### src/hdl/addr_gen_pkg.sv
package addr_gen_pkg;

  // ********************************************************
  // operand modes and result areas
  // ********************************************************
  typedef enum logic [3:0]
  {
    mode_implied_mul,
    mode_reg8,
    mode_reg16,
    mode_direct,
    mode_short,
    mode_sfr,
    mode_indirect,
    mode_based,
    mode_based_idx,
    mode_stack
  } mode_type;

  typedef enum logic [1:0]
  {
    area_none,
    area_other,
    area_hs_ram,
    area_sfr
  } area_type;

  // ********************************************************
  // request from the decoder and answer to the memory bus
  // ********************************************************
  typedef struct packed
  {
    mode_type mode;
    logic wide;
    logic [2:0] byte_reg_select_code;
    logic [1:0] pair_select_code;
    logic [7:0] imm8;
    logic [15:0] imm16;
    logic index_is_b;
    logic sfr_wide_ok;
  } request_type;

  typedef struct packed
  {
    logic [15:0] eff_addr;
    area_type area;
    logic fault;
    logic [4:0] reg_index;
    logic [15:0] operand;
  } result_type;

  // ********************************************************
  // register codes, address map, reset values
  // ********************************************************
  localparam logic [2:0] CODE_X = 3'h0;
  localparam logic [2:0] CODE_A = 3'h1;
  localparam logic [2:0] CODE_C = 3'h2;
  localparam logic [2:0] CODE_B = 3'h3;
  localparam logic [1:0] ACC_PAIR = 2'h0;
  localparam logic [1:0] POINTER_PAIR_TWO = 2'h2;
  localparam logic [1:0] BASE_PAIR = 2'h3;
  localparam logic [6:0] SHORT_TOP_BITS = 7'h7f;
  localparam logic [7:0] SHORT_SFR_LIMIT = 8'h20;
  localparam logic [15:0] SFR_BASE = 16'hff00;
  localparam logic [15:0] SFR_GAP_LO = 16'hffd0;
  localparam logic [15:0] SFR_GAP_HI = 16'hffdf;
  localparam logic [15:0] HS_RAM_LO = 16'hfe20;
  localparam logic [15:0] HS_RAM_HI = 16'hfeff;
  localparam logic [7:0] REG_RESET = 8'h00;
  localparam int NUM_REG_BYTES = 32;
  localparam result_type RESULT_RESET = '{16'h0000, area_none, 1'b0, 5'h00, 16'h0000};

endpackage

### src/hdl/operand_address_generator.sv
// How it works
// RQ1: multiply A by X, product into accumulator pair
// RQ2: bank flags plus select code pick register
// RQ3: three bit code picks one byte register
// RQ4: fixed code order for bytes and pairs
// RQ5: direct mode uses 16-bit immediate unchanged
// RQ6: short direct reaches only FE20H to FF1FH
// RQ7: bit 8 set below 20H, top bits ones
// RQ8: 16-bit short direct needs even address
// RQ9: sfr address FF00H plus byte, gap refused
// RQ10: 16-bit sfr needs even, capable register
// RQ11: indirect uses whole pointer or base pair
// RQ12: based adds zero-extended byte to base pair
// RQ13: based indexed adds B or C to base
// RQ14: stack mode addresses through stack pointer
// RQ15: stack reaches internal high-speed RAM only
// RQ16: FE20H-FEFFH is RAM, FF00H-FF1FH is sfr
// RQ17: two bank flags index four register banks
module operand_address_generator
(
  input wire logic ref_clk,
  input wire logic nrst,
  input wire logic req_valid,
  input wire addr_gen_pkg::request_type req,
  input wire logic bank_select_low,
  input wire logic bank_select_high,
  input wire logic [15:0] stack_ptr,
  input wire logic reg_wr_en,
  input wire logic reg_wr_wide,
  input wire logic [2:0] reg_wr_code,
  input wire logic [15:0] reg_wr_data,
  output logic ans_valid,
  output addr_gen_pkg::result_type ans
);

  // ********************************************************
  // helpers
  // ********************************************************
  function automatic logic [7:0] byte_of(input logic [63:0] row, input logic [2:0] code);
    byte_of = row[code*8 +: 8];
  endfunction

  function automatic logic [15:0] pair_of(input logic [63:0] row, input logic [1:0] pc);
    pair_of = {byte_of(row, {pc, 1'b1}), byte_of(row, {pc, 1'b0})};
  endfunction

  function automatic addr_gen_pkg::area_type area_of(input logic [15:0] addr);
    if (addr >= addr_gen_pkg::HS_RAM_LO && addr <= addr_gen_pkg::HS_RAM_HI)
      area_of = addr_gen_pkg::area_hs_ram;
    else if (addr >= addr_gen_pkg::SFR_BASE)
      area_of = addr_gen_pkg::area_sfr;
    else
      area_of = addr_gen_pkg::area_other;
  endfunction

  // ********************************************************
  // stage one: request held while the bank is read
  // ********************************************************
  logic [1:0] bank_now;
  logic s1_valid;
  addr_gen_pkg::request_type s1_req;
  logic [1:0] s1_bank;
  logic [15:0] s1_sp;
  logic [63:0] row;
  logic mem_wr_en;
  logic mem_wr_wide;
  logic [4:0] mem_wr_index;
  logic [15:0] mem_wr_data;
  logic [7:0] a_val;
  logic [7:0] x_val;
  logic [15:0] base_pair_val;
  logic [15:0] product;
  logic is_mul;
  addr_gen_pkg::result_type next_ans;

  // both flags together form the bank number
  assign bank_now = {bank_select_high, bank_select_low}; // RQ17 RQ2

  always_ff @(posedge ref_clk or negedge nrst)
  begin
    if (!nrst)
      s1_valid <= 1'b0;
    else
      s1_valid <= req_valid;
  end

  // request fields need no reset, valid guards them
  always_ff @(posedge ref_clk)
  begin
    s1_req <= req;
    s1_bank <= bank_now;
    s1_sp <= stack_ptr;
  end

  reg_bank_mem u_regs
  (
    .ref_clk(ref_clk),
    .nrst(nrst),
    .wr_en(mem_wr_en),
    .wr_wide(mem_wr_wide),
    .wr_index(mem_wr_index),
    .wr_data(mem_wr_data),
    .rd_bank(bank_now),
    .rd_row(row)
  );

  // ********************************************************
  // operands out of the active bank
  // ********************************************************
  assign a_val = byte_of(row, addr_gen_pkg::CODE_A);
  assign x_val = byte_of(row, addr_gen_pkg::CODE_X);
  assign base_pair_val = pair_of(row, addr_gen_pkg::BASE_PAIR);
  assign product = {8'h00, a_val} * {8'h00, x_val}; // RQ1
  assign is_mul = s1_valid && s1_req.mode == addr_gen_pkg::mode_implied_mul;

  // multiply result wins the write port; a core write in that cycle is lost
  always_comb
  begin
    if (is_mul)
    begin
      mem_wr_en = 1'b1; // RQ1
      mem_wr_wide = 1'b1;
      mem_wr_index = {s1_bank, addr_gen_pkg::ACC_PAIR, 1'b0};
      mem_wr_data = product;
    end
    else
    begin
      mem_wr_en = reg_wr_en;
      mem_wr_wide = reg_wr_wide;
      mem_wr_index = {bank_now, reg_wr_code};
      mem_wr_data = reg_wr_data;
    end
  end

  // ********************************************************
  // effective address per mode
  // ********************************************************
  always_comb
  begin
    next_ans = addr_gen_pkg::RESULT_RESET;
    case (s1_req.mode)
      addr_gen_pkg::mode_implied_mul:
      begin
        next_ans.reg_index = {s1_bank, addr_gen_pkg::ACC_PAIR, 1'b0}; // RQ1
        next_ans.operand = product;
      end
      addr_gen_pkg::mode_reg8:
      begin
        next_ans.reg_index = {s1_bank, s1_req.byte_reg_select_code}; // RQ3 RQ4
        next_ans.operand = {8'h00, byte_of(row, s1_req.byte_reg_select_code)};
      end
      addr_gen_pkg::mode_reg16:
      begin
        next_ans.reg_index = {s1_bank, s1_req.pair_select_code, 1'b0}; // RQ4 RQ2
        next_ans.operand = pair_of(row, s1_req.pair_select_code);
      end
      addr_gen_pkg::mode_direct:
        next_ans.eff_addr = s1_req.imm16; // RQ5
      addr_gen_pkg::mode_short:
      begin
        // window is fixed, so no byte value can leave it
        next_ans.eff_addr = {addr_gen_pkg::SHORT_TOP_BITS, s1_req.imm8 < addr_gen_pkg::SHORT_SFR_LIMIT,
                             s1_req.imm8}; // RQ6 RQ7
        next_ans.fault = s1_req.wide && s1_req.imm8[0]; // RQ8
      end
      addr_gen_pkg::mode_sfr:
      begin
        next_ans.eff_addr = addr_gen_pkg::SFR_BASE + {8'h00, s1_req.imm8}; // RQ9
        next_ans.fault = (next_ans.eff_addr >= addr_gen_pkg::SFR_GAP_LO
                          && next_ans.eff_addr <= addr_gen_pkg::SFR_GAP_HI)
                         || (s1_req.wide && (s1_req.imm8[0] || !s1_req.sfr_wide_ok)); // RQ9 RQ10
      end
      addr_gen_pkg::mode_indirect:
      begin
        next_ans.eff_addr = pair_of(row, s1_req.pair_select_code); // RQ11
        next_ans.fault = s1_req.pair_select_code != addr_gen_pkg::POINTER_PAIR_TWO
                         && s1_req.pair_select_code != addr_gen_pkg::BASE_PAIR;
      end
      addr_gen_pkg::mode_based:
        next_ans.eff_addr = base_pair_val + {8'h00, s1_req.imm8}; // RQ12
      addr_gen_pkg::mode_based_idx:
        next_ans.eff_addr = base_pair_val + {8'h00, s1_req.index_is_b ? byte_of(row, addr_gen_pkg::CODE_B)
                                                               : byte_of(row, addr_gen_pkg::CODE_C)}; // RQ13
      addr_gen_pkg::mode_stack:
      begin
        next_ans.eff_addr = s1_sp; // RQ14
        next_ans.fault = area_of(s1_sp) != addr_gen_pkg::area_hs_ram; // RQ15
      end
      default:
        next_ans.fault = 1'b1;
    endcase
    // memory modes name an area; register modes leave it none
    if (s1_req.mode != addr_gen_pkg::mode_implied_mul && s1_req.mode != addr_gen_pkg::mode_reg8
        && s1_req.mode != addr_gen_pkg::mode_reg16)
      next_ans.area = area_of(next_ans.eff_addr); // RQ16
  end

  // ********************************************************
  // answer register
  // ********************************************************
  always_ff @(posedge ref_clk or negedge nrst)
  begin
    if (!nrst)
    begin
      ans_valid <= 1'b0;
      ans <= addr_gen_pkg::RESULT_RESET;
    end
    else
    begin
      ans_valid <= s1_valid;
      if (s1_valid)
        ans <= next_ans;
    end
  end

  logic [15:0] sp_hist;
  always_ff @(posedge ref_clk)
    sp_hist <= s1_sp;
endmodule

### src/hdl/reg_bank_mem.sv
// ********************************************************
// four banks of eight byte registers, whole bank read out
// ********************************************************
module reg_bank_mem
(
  input wire logic ref_clk,
  input wire logic nrst,
  input wire logic wr_en,
  input wire logic wr_wide,
  input wire logic [4:0] wr_index,
  input wire logic [15:0] wr_data,
  input wire logic [1:0] rd_bank,
  output logic [63:0] rd_row
);

  logic [7:0] store [addr_gen_pkg::NUM_REG_BYTES];

  // wide writes ignore index bit 0: low byte even, high byte odd
  genvar i;
  generate
    for (i = 0; i < addr_gen_pkg::NUM_REG_BYTES; i++)
    begin : g_byte
      always_ff @(posedge ref_clk or negedge nrst)
      begin
        if (!nrst)
          store[i] <= addr_gen_pkg::REG_RESET;
        else if (wr_en && wr_wide && wr_index[4:1] == 4'(i / 2))
          store[i] <= (i % 2 == 1) ? wr_data[15:8] : wr_data[7:0];
        else if (wr_en && !wr_wide && wr_index == 5'(i))
          store[i] <= wr_data[7:0];
      end
    end
  endgenerate

  // registered read of the selected bank
  always_ff @(posedge ref_clk or negedge nrst)
  begin
    if (!nrst)
      rd_row <= 64'h0;
    else
      for (int b = 0; b < 8; b++)
        rd_row[b*8 +: 8] <= store[{rd_bank, 3'(b)}];
  end

endmodule

### config.mk
export PLATFORM = sky130hd
export DESIGN_NAME = operand_address_generator
export DESIGN_NICKNAME = d
export VERILOG_FILES = /design/src/hdl/addr_gen_pkg.sv /design/src/hdl/operand_address_generator.sv /design/src/hdl/reg_bank_mem.sv
export SDC_FILE = /design/constraint.sdc
export NUM_CORES = 1
export LEC_CHECK = 0
export BUFFER_PORTS_ARGS = -buffer_cell sky130_fd_sc_hd__buf_2
export CAP_MARGIN = 20
export CORE_UTILIZATION = 33
export DETAILED_ROUTE_END_ITERATION = 6
export MAX_ROUTING_LAYER = met4
export PLACE_DENSITY = 0.51
export SETUP_SLACK_MARGIN = 0.05
export SYNTH_ARGS = -nofsm -noshare
export SYNTH_HDL_FRONTEND = slang
export SYNTH_SLANG_ARGS = --single-unit
### constraint.sdc
create_clock -name ref_clk -period 5.3 [get_ports ref_clk]
set_clock_uncertainty 0.05 [all_clocks]
set_input_delay 0.795 -clock ref_clk [delete_from_list [all_inputs] [get_ports ref_clk]]
set_output_delay 0.795 -clock ref_clk [all_outputs]
set_load 0.05 [all_outputs]
==> results of run 1 <==
synth_stat cells, types with 16 or more instances:
library cell,instances
dfrtp_1,362
nor2_1,185
nand2_1,161
a21oi_1,120
mux4_2,96
clkbuf_1,72
a221o_1,71
inv_1,65
o21ai_0,63
dfxtp_1,54
mux2_2,54
ha_1,46
a22oi_1,37
and2_1,37
fa_1,37
o221ai_1,24
buf_2,22
mux2i_1,18
mux2_1,17
o22ai_1,16
final cells by class:
cell class,instances,area (µm²),share of cell area [%]
diodes,2,5.00,0.0209
clock buffers,71,1420,5.93
clock inverters,12,128,0.533
inverters,65,244,1.02
multi-input cells,1208,10000,41.9
flip-flops and latches,416,10100,42.4
well taps,837,1050,4.38
repair buffers,154,921,3.85
power breakdown:
part / switching (mW) / internal (mW)
sequential: 0.814 / 4.02
combinational: 4.06 / 2.93
clock: 1.33 / 1.94
total: 6.21 / 8.89
cell families (layout without fill, tap and decap cells):
| kind of cell | count (synthesis) | after routing |
|---|---|---|
| flops | 416 | 416 |
| other cells | 0 | 2 |
| compound gates | 443 | 443 |
| buf+inv | 173 | 302 |
| fa+ha+maj | 83 | 83 |
| xor+xnor | 23 | 23 |
| simple gates | 474 | 474 |
| mux | 185 | 185 |
stage by stage:
stage / instances / instance area (µm²)
floorplan: 1797 / 20800
global placement: 2678 / 22300
detailed placement: 2678 / 22300
CTS: 2761 / 23900
global route: 2765 / 23900
finish: 2765 / 23900
registers in the layout, indices dropped and copies added (netlist names):
| signal | flops |
|---|---|
| u_regs.store | 256 |
| u_regs.rd_row | 64 |
| ans | 40 |
| s1_req | 36 |
| s1_sp | 16 |
| s1_bank | 2 |
| ans_valid | 1 |
| s1_valid | 1 |
routing by layer:
metal  wire length (µm)  part of all wire (%)  up-vias
met4               2300                   3.3        0
met3               3960                   5.7      118
li1                   -                     -     6821
met2              32300                    47      607
met5                  0                     0        -
met1              30500                    44     8109
worst min path at each step:
stage | endpoint | depth (start not counted) | from | slack, ns
global placement | u_regs.store[253] | 2 | u_regs.store[253] | 0.41
global route | u_regs.store[226] | 1 | nrst | 0.23
finish | u_regs.store[226] | 1 | nrst | 0.17
floorplan | ans_valid | 0 | s1_valid | 0.35
CTS | u_regs.store[226] | 1 | nrst | 0.21
detailed placement | ans[5] | 1 | ans[5] | 0.42
cells in the final DEF (no fill, tap or decap), types with 54 or more instances in the layout:
cell type,count
mux2_2,54
nand2_1,161
inv_1,65
a21oi_1,120
a221o_1,71
dfxtp_1,54
o21ai_0,63
mux4_2,96
dfrtp_1,362
buf_2,115
nor2_1,185
==> out/results.txt, run 1 <==
Status: completed
CP Class: flip-flop to flip-flop
Final number of setup-violating endpoints: 0
Crit. End Element: flip-flop
Nets: 2053
Max Fanout on Critical Path: 10
Final Total Pwr: 15.1 mW
Post-cts hold buffer count: 0
EDFF count, synth: 0
CP Buf/Inv Count: 1
Post-synth ARST share: 87.0%
Post-DP HPWL: 49800 µm
Fin util: 38.6%
Overflow after GRT: 0
RSZ-0062 raised after global routing: false
Vias: 15700
Synthesis Warnings: 0
RR Startpoint: u_regs.rd_row[3]
Die ar.: 64100 µm²
Largest cells by area after synthesis: dfrtp_1, mux4_2, dfxtp_1
R2R cell count: 14
Via density: 5.66
First-pass GRT wire length: 104000 µm
FF-to-FF End: u_regs.store[183]
Max-cap viol count: 0
Setup crit start: u_regs.rd_row[3]
Largest net degree at the start of global routing: 126
Initial antenna violation count: 5
Area Growth Syn to Fin: 15.0%
GPL Wtd Cong: 0.884
Root Buffer: clkbuf_16
Synth Area in Adders: 6.32%
Post-DRT Antenna Nets: 0
Initial DRC count: 1536
XOR/XNOR Fraction of Synth Area: 0.968%
Simple-Gate Fraction of Synth Area: 10.3%
Global routing's busiest layer: met2
Final Hold Fails: 0
VDD IR max: 423 µV
Worst stage delay on the critical path: 0.59 ns
Reg2Reg Setup Slack: 0.39 ns
Most common cell on crit path: fa_1
CP Data Arrival Time: 5.35 ns
CTS H-tree lvls: 2
I/O Buffers: 118
Crit path launch type: flip-flop
Hold_ws: 0.166 ns
Post-place setup slack: 0.491 ns
Fillers: 5999
Post-Synthesis Cells: 1797
Ports: 119
Final Cycle Share: 92.6%
Mapped Nets: 1958
CP endpoint: u_regs.store[183]
Slew of the pin with the lowest slew margin: 1.18 ns
Resized cells post-CTS: 0
Setup ws final: 0.392 ns
Reg clk slew, reported paths: 0.06 ns
Final slew viol count: 0
Fmax: 204 MHz
Post-synthesis mux area share: 15.1%
# rows: 91
GRT Total Usage: 22.5%
Synth Flop Type: dfrtp_1
GRT met1 Usage: 29.9%
Worst rel slew slack: 20.6%
Die Span X: 253 µm
Drt first pass iters: 6
Clk sinks: 416
Vias in the first global route: 15900
Synth top area share: 43.5%
Compound-cell area share of the yosys netlist: 15.3%
Core ar.: 62100 µm²
Mapped cell area: 20800 µm²
Clk Latency, worst-skew pair: 0.59 ns
Synth area leader: dfrtp_1
Final Critical Period: 4.91 ns
Num CTS Buffers: 47
Leak pwr: 10.3 nW
Largest family of logic cells by synthesized area: compound AO/OA/AOI/OAI gates
Critical Path, Cell by Cell: nand2_1 -> fa_1 -> fa_1 -> fa_1 -> fa_1 -> inv_1 -> ha_1 -> a21oi_1 -> o21ai_0 -> a311o_1 -> a211oi_1 -> a21oi_1 -> and2_1 -> o21ai_0
CP delay by family, top: adder cells
Mean Syn Cell Area: 11.6 µm²
Class of the tightest hold or removal check: primary input to asynchronous set/reset pin
P per Cell Area: 631 nW/µm²
Mean routed wirelength per cell: 25.0 µm
Synth Register Bits: 416
Crit-path slowest cell: dfrtp_1
Max clock buf depth: 3
Starting Density: 33.5%
Critical path required time: 5.75 ns
DRC viols: 0
Post-CTS setup buffers: 0
Sequential fraction of the synthesis area: 48.7%
Met2 usage: 34.9%
Die height: 253 µm
M3 GR Usage: 3.20%
Crit. path cell count: 14
Share of cells above drive strength 1: 22.1%
Sum Neg Setup Slack: 0 ns
Synth unique cells: 75
Drt total wl: 69200 µm
CTS tree: done
(Power assumes the default switching activity.)
==> run 2, diff against run 1 <==
==> constraint.sdc (replaced) <==
create_clock -name ref_clk -period 5.3 [get_ports ref_clk]
set_clock_uncertainty 0.05 [all_clocks]
set_input_delay 0.265 -clock ref_clk [delete_from_list [all_inputs] [get_ports ref_clk]]
set_output_delay 0.265 -clock ref_clk [all_outputs]
set_load 0.05 [all_outputs]
==> out/results.txt, run 2 (synthesis results as in run 1) <==
Status: completed (unchanged)
Most common cell after layout, fill and taps aside: dfrtp_1 (unchanged)
CP Class: flip-flop to flip-flop (unchanged)
Post-CTS setup buffers: 0 (unchanged)
Cell internal pwr: 9.14 mW (was 8.89 mW)
Max FFs per register: 256 (unchanged)
Final Critical Period: 4.81 ns (was 4.91 ns)
Initial DRC count: 1799 (was 1536)
Max Fanout on Critical Path: 10 (unchanged)
DRC viols: 0 (unchanged)
Initial antenna violation count: 3 (was 5)
Drt total wl: 70000 µm (was 69200 µm)
Class of the tightest hold or removal check: primary input to flip-flop (was primary input to asynchronous set/reset pin)
Vias: 15900 (was 15700)
Reg clk slew, reported paths: 0.06 ns (about the same)
Most frequent cells in the layout: dfrtp_1, nor2_1, nand2_1, a21oi_1, buf_2 (unchanged)
# rows: 91 (unchanged)
Clk Latency, worst-skew pair: 0.61 ns (was 0.59 ns)
Worst rel slew slack: 28.8% (was 20.6%)
Die ar.: 64100 µm² (unchanged)
Starting Density: 33.5% (unchanged)
Core ar.: 62100 µm² (unchanged)
Register with the most flip-flops: u_regs.store (unchanged)
CP Data Arrival Time: 5.28 ns (was 5.35 ns)
Sum Neg Setup Slack: 0 ns (unchanged)
Flop pwr share: 31.4% (was 32.0%)
WL met3: 4480 µm (was 3960 µm)
Root Buffer: clkbuf_16 (unchanged)
Crit path launch type: flip-flop (unchanged)
Critical path required time: 5.77 ns (was 5.75 ns)
Slew of the pin with the lowest slew margin: 1.07 ns (was 1.18 ns)
Fmax: 208 MHz (was 204 MHz)
Die Span X: 253 µm (unchanged)
Sw Ratio: 40.7% (was 41.1%)
Ports: 119 (unchanged)
RSZ-0062 raised after global routing: false (unchanged)
Share of cells above drive strength 1: 21.7% (was 22.1%)
Resized cells post-CTS: 0 (unchanged)
Final slew viol count: 0 (unchanged)
Via density: 5.64 (was 5.66)
CTS tree: done (unchanged)
Highest Signal Layer: met4 (unchanged)
Final Cycle Share: 90.8% (was 92.6%)
Largest regs: u_regs.store x256, u_regs.rd_row x64, ans x40 (unchanged)
Combinational Power Share: 46.2% (was 46.3%)
Hold_ws: 0.166 ns (about the same)
Num CTS Buffers: 47 (unchanged)
Final number of setup-violating endpoints: 0 (unchanged)
R2R cell count: 14 (unchanged)
Leak pwr: 10.6 nW (was 10.3 nW)
Drt first pass iters: 7 (was 6)
GPL Wtd Cong: 0.904 (was 0.884)
Clk sinks: 416 (unchanged)
CTS H-tree lvls: 2 (unchanged)
P per Cell Area: 627 nW/µm² (was 631 nW/µm²)
Largest net degree at the start of global routing: 125 (was 126)
Clk pwr share: 22.5% (was 21.7%)
I/O Buffers: 118 (unchanged)
Post-place setup slack: 0.545 ns (was 0.491 ns)
Vias in the first global route: 16100 (was 15900)
Max clock buf depth: 3 (unchanged)
VDD IR max: 474 µV (was 423 µV)
Die height: 253 µm (unchanged)
Final Hold Fails: 0 (unchanged)
DRT met1 WL: 30500 µm (about the same)
Post-DRT Antenna Nets: 0 (unchanged)
Max-cap viol count: 0 (unchanged)
Post-DP HPWL: 50000 µm (was 49800 µm)
Nets: 2111 (was 2053)
Crit. End Element: flip-flop (unchanged)
P_sw: 6.26 mW (was 6.21 mW)
Area Growth Syn to Fin: 18.0% (was 15.0%)
Mean routed wirelength per cell: 24.8 µm (was 25.0 µm)
GRT Total Usage: 22.7% (was 22.5%)
Setup ws final: 0.489 ns (was 0.392 ns)
Overflow after GRT: 0 (unchanged)
Routed met2 length: 32600 µm (was 32300 µm)
Hold path cells: 2
First-pass GRT wire length: 105000 µm (was 104000 µm)
Post-cts hold buffer count: 54 (was 0)
[run 2: final timing paths]
path	start	endpoint	slack, ns
setup / recovery	u_regs.rd_row[4]	ans[15]	0.49
hold / removal	reg_wr_data[14]	u_regs.store[86]	0.17
setup reg to reg	u_regs.rd_row[4]	ans[15]	0.49
hold reg to reg	u_regs.store[141]	u_regs.store[141]	0.43
max in group asynchronous	nrst	ans[28]	3.65
min in group asynchronous	nrst	u_regs.store[38]	0.25
[run 2: critical path, cell delays in order, from the launching register on]
cell and delay [ns]:
dfrtp_1 0.57, nand2_1 0.14, fa_1 0.47, fa_1 0.57, fa_1 0.44, fa_1 0.54, inv_1 0.04, ha_1 0.32
a21oi_1 0.32, o21ai_0 0.18, a311o_1 0.37, a211oi_1 0.27, a21oi_1 0.09, and2_1 0.21, o21ai_0 0.14
[run 2: metal layers]
metal  track usage [%]  up-vias
met3              3.72      146
met1              30.2     8182
li1                  -     6933
met5                 -        -
met2              35.0      660
met4              8.23        0
[run 2: layout make-up]
type	instances	area [µm²]
fill	5909	37500
sequential	416	10100
multi-input combinational	1208	10000
timing repair buffer	212	1480
clock buffer	64	1300
tap	837	1050
clock inverter	21	329
inverter	65	244
antenna	2	5.00
[run 2: power by group through the flow]
stage | combinational [mW] | sequential (mW) | clock (mW)
finish | 7.11 | 4.83 | 3.46
global route | 7.99 | 4.91 | 3.66
CTS | 7.11 | 4.81 | 3.53
detailed placement | 7.01 | 4.86 | 0
global placement | 6.96 | 4.82 | 0
floorplan | 5.11 | 4.54 | 0
[run 2: stage by stage]
stage,util [%],instances,total power [mW],instance area [µm²]
after floorplan,-,1797,9.65,20800
after global placement,36.0,2680,11.8,22300
after detailed placement,36.0,2680,11.9,22300
after CTS,39.5,2819,15.4,24500
after global routing,39.6,2825,16.6,24600
final,39.6,2825,15.4,24600
